**config.mk**
```make
export PLATFORM = sky130hd
export DESIGN_NAME = emitter_power_sample_regs
export DESIGN_NICKNAME = d
export VERILOG_FILES = /design/src/design/emitter_power_sample_regs.v
export VERILOG_INCLUDE_DIRS = /design/src /design/src/design
export SDC_FILE = /design/constraint.sdc
export NUM_CORES = 1
export LEC_CHECK = 0
export ABC_AREA = 0
export BUFFER_PORTS_ARGS = -buffer_cell sky130_fd_sc_hd__clkbuf_2
export CELL_PAD_IN_SITES_DETAIL_PLACEMENT = 0
export CELL_PAD_IN_SITES_GLOBAL_PLACEMENT = 2
export CORE_ASPECT_RATIO = 1.75
export CORE_UTILIZATION = 33
export DETAILED_ROUTE_END_ITERATION = 6
export PLACE_DENSITY = 0.86
export SYNTH_ARGS = -nofsm -noshare
export SYNTH_HDL_FRONTEND = slang
export SYNTH_SLANG_ARGS = --single-unit
```
**constraint.sdc**
```tcl
create_clock -name clk_sys -period 1.9 [get_ports clk_sys]
set_input_delay 0.38 -clock clk_sys [delete_from_list [all_inputs] [get_ports clk_sys]]
set_output_delay 0.38 -clock clk_sys [all_outputs]
set_load 0.05 [all_outputs]
```
**src/design/emitter_power_sample_regs_defines.vh**
```
// register offsets, field positions and fixed bits of the emitter,
// power and sample register bank.
// assumes a 24-bit register word behind a plain address port.
`ifndef EMITTER_POWER_SAMPLE_REGS_DEFINES_VH
`define EMITTER_POWER_SAMPLE_REGS_DEFINES_VH

`define ADDR_W 8
`define DATA_W 24
`define SAMPLE_W 24

// register offsets
`define OFS_CLOCK_CONTROL 8'h1e
`define OFS_EMITTER_CURRENT 8'h22
`define OFS_DRIVE_CLOCK_POWER 8'h23
`define OFS_SPARE_B 8'h24
`define OFS_SPARE_C 8'h25
`define OFS_SPARE_D 8'h26
`define OFS_FACTORY_A 8'h27
`define OFS_FACTORY_B 8'h28
`define OFS_FAULT_PIN 8'h29
`define OFS_EMITTER_B_SAMPLE 8'h2a
`define OFS_EMITTER_B_AMBIENT 8'h2b
`define OFS_EMITTER_A_SAMPLE 8'h2c
`define OFS_EMITTER_A_AMBIENT 8'h2d

// emitter current control fields
`define BIT_LED_DRIVE_DISABLE 17
`define MSB_EMITTER_A_CURRENT 15
`define LSB_EMITTER_A_CURRENT 8
`define MSB_EMITTER_B_CURRENT 7
`define LSB_EMITTER_B_CURRENT 0
`define FIXED_EMITTER_CURRENT 24'h010000

// drive, clock and power control fields
`define BIT_DRIVER_TOPOLOGY 11
`define BIT_OUTPUT_FLOAT 10
`define BIT_CRYSTAL_DISABLE 9
`define BIT_TX_POWERDOWN 2
`define BIT_RX_POWERDOWN 1
`define BIT_FRONTEND_POWERDOWN 0
`define FIXED_DRIVE_CLOCK_POWER 24'h020100

// clock control and fault pin fields
`define MSB_FAULT_CLOCK_SELECT 11
`define LSB_FAULT_CLOCK_SELECT 9
`define FIXED_CLOCK_CONTROL 24'h000002
`define BIT_FAULT_CLOCK_ROUTE 7

// sample selector codes
`define SEL_EMITTER_B 2'h0
`define SEL_EMITTER_B_AMBIENT 2'h1
`define SEL_EMITTER_A 2'h2
`define SEL_EMITTER_A_AMBIENT 2'h3

// fault pin timing source codes, 3'h5 and up route nothing
`define CLK_SEL_LAST 3'h4

`define RESET_CONTROL 24'h000000
`define RESET_SAMPLE 24'h000000

`endif

```
**src/design/emitter_power_sample_regs.v**
```verilog
// register bank of the optical front-end: emitter drive codes, power
// and clock controls, fault pin routing and the four sample results.
// assumes the host port, converter and timing inputs all run on clk_sys.
// Summary of operation
// - drive disable bit switches current source off
// - emitter a code in bits 15:8
// - emitter b code in bits 7:0
// - topology bit: zero h-bridge, one push-pull
// - float bit releases all digital outputs
// - crystal disable selects external oscillator input
// - transmit powerdown stops transmit section only
// - receive powerdown stops receive section only
// - frontend powerdown stops every section
// - route bit low: fault pins show alarms
// - route bit high: fault pins show timing
// - emitter b sample stored, ready strobe
// - emitter b ambient stored, ready strobe
// - emitter a sample stored, ready strobe
// - emitter a ambient stored, ready strobe
// - select code picks timing signal pair
`timescale 1ns/1ps
`include "emitter_power_sample_regs_defines.vh"

module emitter_power_sample_regs
#(
  parameter FACTORY_A_VALUE = 24'h5a5a5a, // arbitrary factory pattern
  parameter FACTORY_B_VALUE = 24'ha5a5a5  // arbitrary factory pattern
)
(
  input wire clk_sys,
  input wire reset,
  // host register port
  input wire [`ADDR_W-1:0] reg_addr,
  input wire [`DATA_W-1:0] reg_wdata,
  input wire reg_write,
  input wire reg_read,
  output reg [`DATA_W-1:0] reg_rdata,
  // converter results
  input wire sample_valid,
  input wire [1:0] sample_sel,
  input wire [`SAMPLE_W-1:0] sample_data,
  output reg conversion_ready_strobe,
  // internal timing pulses, one bit per select code 0 to 4
  input wire [4:0] timing_b,
  input wire [4:0] timing_a,
  // diagnostic alarms
  input wire photodiode_alarm,
  input wire emitter_alarm,
  // emitter driver
  output reg led_drive_disable,
  output reg [7:0] emitter_a_current,
  output reg [7:0] emitter_b_current,
  output reg driver_topology_select,
  // oscillator and power
  output reg crystal_osc_enable,
  output reg transmit_power_on,
  output reg receive_power_on,
  output reg diagnostic_power_on,
  // digital output pins
  output reg photodiode_fault_pin_out,
  output reg photodiode_fault_pin_oe,
  output reg emitter_fault_pin_out,
  output reg emitter_fault_pin_oe,
  output reg serial_data_out_oe,
  output reg clock_out_oe
);

  // control registers
  reg [`DATA_W-1:0] emitter_current_control_reg;
  reg [`DATA_W-1:0] drive_clock_power_control_reg;
  reg [`DATA_W-1:0] clock_control_reg;
  reg [`DATA_W-1:0] fault_pin_function_reg;
  // sample registers
  reg [`SAMPLE_W-1:0] emitter_b_sample_reg;
  reg [`SAMPLE_W-1:0] emitter_b_ambient_sample_reg;
  reg [`SAMPLE_W-1:0] emitter_a_sample_reg;
  reg [`SAMPLE_W-1:0] emitter_a_ambient_sample_reg;
  // decoded fields
  wire [2:0] fault_pin_clock_select;
  wire fault_pin_clock_route_enable;
  wire output_float_enable;
  wire transmit_powerdown;
  wire receive_powerdown;
  wire frontend_powerdown;
  wire sample_take;
  reg [`DATA_W-1:0] read_next;
  reg pd_fault_next;
  reg em_fault_next;

  // write mask keeps only the writable field bits of each register
  function [`DATA_W-1:0] mask_write;
    input [`DATA_W-1:0] data;
    input [`DATA_W-1:0] keep;
    begin
      mask_write = data & keep;
    end
  endfunction

  // pick one timing bit, codes above the last one give a quiet pin
  function pick_timing;
    input [4:0] pulses;
    input [2:0] code;
    begin
      if (code > `CLK_SEL_LAST)
      begin
        pick_timing = 1'b0;
      end
      else
      begin
        pick_timing = pulses[code];
      end
    end
  endfunction

  assign fault_pin_clock_select =
    clock_control_reg[`MSB_FAULT_CLOCK_SELECT:`LSB_FAULT_CLOCK_SELECT];
  assign fault_pin_clock_route_enable =
    fault_pin_function_reg[`BIT_FAULT_CLOCK_ROUTE];
  assign output_float_enable =
    drive_clock_power_control_reg[`BIT_OUTPUT_FLOAT];
  assign transmit_powerdown =
    drive_clock_power_control_reg[`BIT_TX_POWERDOWN];
  assign receive_powerdown =
    drive_clock_power_control_reg[`BIT_RX_POWERDOWN];
  assign frontend_powerdown =
    drive_clock_power_control_reg[`BIT_FRONTEND_POWERDOWN];

  // a powered-down receiver converts nothing, so results are dropped
  assign sample_take = sample_valid & ~receive_powerdown & ~frontend_powerdown;

  // control register writes, fixed and reserved bits are never stored
  always @(posedge clk_sys)
  begin
    if (reset)
    begin
      emitter_current_control_reg <= `RESET_CONTROL;
      drive_clock_power_control_reg <= `RESET_CONTROL;
      clock_control_reg <= `RESET_CONTROL;
      fault_pin_function_reg <= `RESET_CONTROL;
    end
    else if (reg_write)
    begin
      case (reg_addr)
        `OFS_EMITTER_CURRENT:
        begin
          emitter_current_control_reg <=
            mask_write(reg_wdata, 24'h02ffff);
        end
        `OFS_DRIVE_CLOCK_POWER:
        begin
          drive_clock_power_control_reg <=
            mask_write(reg_wdata, 24'h000e07);
        end
        `OFS_CLOCK_CONTROL:
        begin
          clock_control_reg <= mask_write(reg_wdata, 24'h000e00);
        end
        `OFS_FAULT_PIN:
        begin
          fault_pin_function_reg <= mask_write(reg_wdata, 24'h000080);
        end
        default:
        begin
          // spares, factory slots and samples ignore writes
          emitter_current_control_reg <= emitter_current_control_reg;
        end
      endcase
    end
  end

  // sample capture, one result register per selector code
  always @(posedge clk_sys)
  begin
    if (reset)
    begin
      emitter_b_sample_reg <= `RESET_SAMPLE;
      emitter_b_ambient_sample_reg <= `RESET_SAMPLE;
      emitter_a_sample_reg <= `RESET_SAMPLE;
      emitter_a_ambient_sample_reg <= `RESET_SAMPLE;
    end
    else if (sample_take)
    begin
      case (sample_sel)
        `SEL_EMITTER_B:
        begin
          emitter_b_sample_reg <= sample_data;
        end
        `SEL_EMITTER_B_AMBIENT:
        begin
          emitter_b_ambient_sample_reg <= sample_data;
        end
        `SEL_EMITTER_A:
        begin
          emitter_a_sample_reg <= sample_data;
        end
        default:
        begin
          emitter_a_ambient_sample_reg <= sample_data;
        end
      endcase
    end
  end

  // ready strobe marks the cycle the new value becomes readable
  always @(posedge clk_sys)
  begin
    if (reset)
    begin
      conversion_ready_strobe <= 1'b0;
    end
    else
    begin
      conversion_ready_strobe <= sample_take;
    end
  end

  // read mux, fixed bits always read back at their constant values
  always @*
  begin
    read_next = {`DATA_W{1'b0}};
    case (reg_addr)
      `OFS_CLOCK_CONTROL:
      begin
        read_next = clock_control_reg | `FIXED_CLOCK_CONTROL;
      end
      `OFS_EMITTER_CURRENT:
      begin
        read_next = emitter_current_control_reg | `FIXED_EMITTER_CURRENT;
      end
      `OFS_DRIVE_CLOCK_POWER:
      begin
        read_next = drive_clock_power_control_reg | `FIXED_DRIVE_CLOCK_POWER;
      end
      `OFS_SPARE_B, `OFS_SPARE_C, `OFS_SPARE_D:
      begin
        read_next = {`DATA_W{1'b0}};
      end
      `OFS_FACTORY_A:
      begin
        read_next = FACTORY_A_VALUE;
      end
      `OFS_FACTORY_B:
      begin
        read_next = FACTORY_B_VALUE;
      end
      `OFS_FAULT_PIN:
      begin
        read_next = fault_pin_function_reg;
      end
      `OFS_EMITTER_B_SAMPLE:
      begin
        read_next = emitter_b_sample_reg;
      end
      `OFS_EMITTER_B_AMBIENT:
      begin
        read_next = emitter_b_ambient_sample_reg;
      end
      `OFS_EMITTER_A_SAMPLE:
      begin
        read_next = emitter_a_sample_reg;
      end
      `OFS_EMITTER_A_AMBIENT:
      begin
        read_next = emitter_a_ambient_sample_reg;
      end
      default:
      begin
        // unmapped offsets read as zero
        read_next = {`DATA_W{1'b0}};
      end
    endcase
  end

  // read data stands only in the cycle after the strobe
  always @(posedge clk_sys)
  begin
    if (reset)
    begin
      reg_rdata <= {`DATA_W{1'b0}};
    end
    else if (reg_read)
    begin
      reg_rdata <= read_next;
    end
    else
    begin
      reg_rdata <= {`DATA_W{1'b0}};
    end
  end

  // fault pin source: alarms by default, timing pulses when routed
  always @*
  begin
    pd_fault_next = photodiode_alarm;
    em_fault_next = emitter_alarm;
    if (fault_pin_clock_route_enable)
    begin
      pd_fault_next = pick_timing(timing_b, fault_pin_clock_select);
      em_fault_next = pick_timing(timing_a, fault_pin_clock_select);
    end
  end

  // emitter driver outputs, registered to keep the pins glitch free
  always @(posedge clk_sys)
  begin
    if (reset)
    begin
      led_drive_disable <= 1'b0;
      emitter_a_current <= 8'h00;
      emitter_b_current <= 8'h00;
      driver_topology_select <= 1'b0;
    end
    else
    begin
      led_drive_disable <=
        emitter_current_control_reg[`BIT_LED_DRIVE_DISABLE];
      emitter_a_current <= emitter_current_control_reg
        [`MSB_EMITTER_A_CURRENT:`LSB_EMITTER_A_CURRENT];
      emitter_b_current <= emitter_current_control_reg
        [`MSB_EMITTER_B_CURRENT:`LSB_EMITTER_B_CURRENT];
      driver_topology_select <=
        drive_clock_power_control_reg[`BIT_DRIVER_TOPOLOGY];
    end
  end

  // oscillator and section power enables
  always @(posedge clk_sys)
  begin
    if (reset)
    begin
      crystal_osc_enable <= 1'b1;
      transmit_power_on <= 1'b1;
      receive_power_on <= 1'b1;
      diagnostic_power_on <= 1'b1;
    end
    else
    begin
      crystal_osc_enable <=
        ~drive_clock_power_control_reg[`BIT_CRYSTAL_DISABLE];
      transmit_power_on <= ~transmit_powerdown & ~frontend_powerdown;
      receive_power_on <= ~receive_powerdown & ~frontend_powerdown;
      diagnostic_power_on <= ~frontend_powerdown;
    end
  end

  // digital pin drivers, the float bit releases every one of them
  always @(posedge clk_sys)
  begin
    if (reset)
    begin
      photodiode_fault_pin_out <= 1'b0;
      emitter_fault_pin_out <= 1'b0;
      photodiode_fault_pin_oe <= 1'b1;
      emitter_fault_pin_oe <= 1'b1;
      serial_data_out_oe <= 1'b1;
      clock_out_oe <= 1'b1;
    end
    else
    begin
      photodiode_fault_pin_out <= pd_fault_next;
      emitter_fault_pin_out <= em_fault_next;
      photodiode_fault_pin_oe <= ~output_float_enable;
      emitter_fault_pin_oe <= ~output_float_enable;
      serial_data_out_oe <= ~output_float_enable;
      clock_out_oe <= ~output_float_enable;
    end
  end

endmodule // emitter_power_sample_regs

```
==> flow_metrics.tcl <==
set metrics [dict create \
    cp.required_ns 2.25 \
    grt_max_degree 140 \
    nets 1035 \
    vias 6231 \
    gp_congestion 0.779 \
    hold_violations 0 \
    drt_iter0_drc 460 \
    dp_slack_ns -0.140 \
    clk_latency_ns 0.43 \
    finClkSkew_ns 0.00785 \
    clkTransAtPathRegs_ns 0.07 \
    total_power_w 0.00791 \
    wl_per_cell_microns 17.6 \
    clkSinkCount 173 \
    cts_resized 0 \
    core-area_sq_mm 0.0210 \
    ys_ff_latch 173 \
    start_util_pct 33.8 \
    synth_edf_count 0 \
    routed_wl_mm 21.5 \
    hold_slack_ns 0.188 \
    ir_drop_uv 609 \
    crit_path_end_kind "register" \
    crit_fanout 24 \
    cts-root-buf "clkbuf_16" \
    cp.arrival_ns 2.11 \
    ys.flop_type "dfxtp_1" \
    layout_common_cells "nand2_1, dfxtp_1, clkbuf_2" \
    rsz0062_at_grt "false" \
    yosysTopAreaCellShare_pct 48.7 \
    p_clk_share_pct 45.6 \
    detail-route-antenna-nets 0 \
    hold_class "in2reg" \
    avgSynthCellArea_sq_um 8.52 \
    fp.dieH_microns 196 \
    drive_gt1_share_pct 24.1 \
    post_cts_buffers 0 \
    syn_nets 910 \
    crit_type "reg2reg" \
    min_period_ns 1.76 \
    hold_buffers 0 \
    row_count 70 \
    syn_to_final_growth_pct 23.8 \
    ys_seq_area_share_pct 48.7 \
    cts_tree "done" \
    cts_buffer_depth 2 \
    first_global_vias 5985 \
    p_int_w 0.00599 \
    ys_async_sr_fraction_pct 0 \
    fin_crit_sh_pct 92.4 \
    antenna_found_initial 2 \
    portBuffers 120 \
    yosysUniqueCellTypes 49 \
    worst_pin_slew_ns 0.656 \
    multi_input_area_sq_mm 0.00332 \
    slew_violations 0 \
    pwr-share-seq_pct 47.1 \
    die_area_sq_mm 0.0222 \
    final_common_cell "nand2_1" \
    syn_area_sq_mm 0.00711 \
    synth_area_leader_cell "dfxtp_1" \
    regArea_sq_mm 0.00346 \
    p_leak_nw 3.49 \
    slew_headroom_pct 56.3 \
    io_pins 128 \
    synthCells 835 \
    p_per_area_mw_per_mm2 899 \
    grt_pass1_wl_mm 33.5 \
    max-cap-violations 0 \
    ys_top_cells_by_area "dfxtp_1, nand2_1, a21oi_1" \
    worst_slack_ns 0.144 \
    vias_per_cell 5.09 \
    htreeDepth 4 \
    overflow 0 \
    grt_usage_pct 20.1 \
    fmaxAchievable_mhz 569 \
    setup-violations-final 0 \
    switching_share_pct 24.2 \
    fillCellCount 2134 \
    drc 0 \
    post-route-util_pct 41.9 \
    status "finished clean" \
    firstDrtPassIters 4 \
    p_comb_share_pct 7.3 \
    hpwl_mm 14.8 \
    critPathLaunchType "register" \
    yosys_warnings 0 \
    die_w_microns 113 \
    cts_buffers 17 \
    p_switching_w 0.00192 \
    finalSetupTns_ns 0 \
]
## final timing paths
| path | start | endpoint | slack, ns | cells past startpoint |
|---|---|---|---|---|
| hold reg to reg | drive_clock_power_control_reg[10]$_SDFFE_PP0P_ | clock_out_oe$_SDFF_PP1_ | 0.43 | 1 |
| setup reg to reg | drive_clock_power_control_reg[1]$_SDFFE_PP0P_ | emitter_a_sample_reg[4]$_SDFFE_PP0P_ | 0.14 | 6 |
| setup / recovery | drive_clock_power_control_reg[1]$_SDFFE_PP0P_ | emitter_a_sample_reg[4]$_SDFFE_PP0P_ | 0.14 | 6 |
| hold / removal | reg_wdata[13] | emitter_current_control_reg[13]$_SDFFE_PP0P_ | 0.19 | 3 |
## worst max-delay path, cell delays in order, from the launching register on
cell     delay [ns]
dfxtp_1        0.37
or3b_1         0.48
buf_4          0.19
nor3b_2        0.22
buf_12         0.23
nand2_1        0.07
a21oi_1        0.12
## Yosys cell counts, types with 3 or more instances
| master | count |
|---|---|
| nand2b_1 | 10 |
| a21o_1 | 6 |
| buf_4 | 4 |
| a22oi_1 | 12 |
| buf_2 | 19 |
| nor2_1 | 36 |
| nand4b_1 | 8 |
| a21oi_1 | 117 |
| nand3_1 | 15 |
| mux2i_1 | 35 |
| nand2_1 | 214 |
| mux4_2 | 3 |
| nor3_1 | 7 |
| buf_1 | 4 |
| and3_1 | 6 |
| o21ai_0 | 13 |
| nor2b_1 | 26 |
| nand4_1 | 10 |
| dfxtp_1 | 173 |
| clkbuf_1 | 38 |
| nand3b_1 | 4 |
| a221oi_1 | 5 |
| o21bai_1 | 4 |
| nor3_2 | 4 |
| mux2_2 | 12 |
| or3_1 | 7 |
| a31oi_1 | 11 |
## power groups by stage
stage,Clock (W),Sequential (W),Combinational (W)
3_3_place_gp,0,0.00381,0.000581
5_1_grt,0.00381,0.00374,0.000633
6_report,0.00360,0.00373,0.000578
3_5_place_dp,0,0.00381,0.000583
4_1_cts,0.00369,0.00373,0.000583
2_1_floorplan,0,0.00382,0.000306
## stage by stage
stage          instances  area, sq um
2_1_floorplan        835         7110
3_3_place_gp        1193         8200
3_5_place_dp        1193         8200
4_1_cts             1224         8800
5_1_grt             1225         8800
6_report            1225         8800
## routing by layer
layer  routed length, microns  global-route usage (%)  vias to the layer above
li1                         -                       -                     3104
met1                     9240                    24.0                     2938
met2                    11100                    35.8                      164
met3                      749                    3.21                       25
met4                      407                    7.50                        0
met5                        0                       0                        -
## cell type report
class,count,share of cell area (%)
clock buffers,19,4.92
repair buffers,174,12.5
clock inverters,12,1.86
diodes,1,0.0284
flip-flops and latches,173,39.4
inverters,2,0.0853
multi-input cells,592,37.7
well taps,252,3.58
## logic make-up after synthesis
logic type             after synthesis  synth area share [%]
and+or+nand+nor                    364                  24.4
AOI/OAI and AO/OA                  178                  14.5
DFF                                173                  48.7
buffers and inverters               70                  4.61
muxes                               50                  7.78
Power figures use the tool's default switching activity.
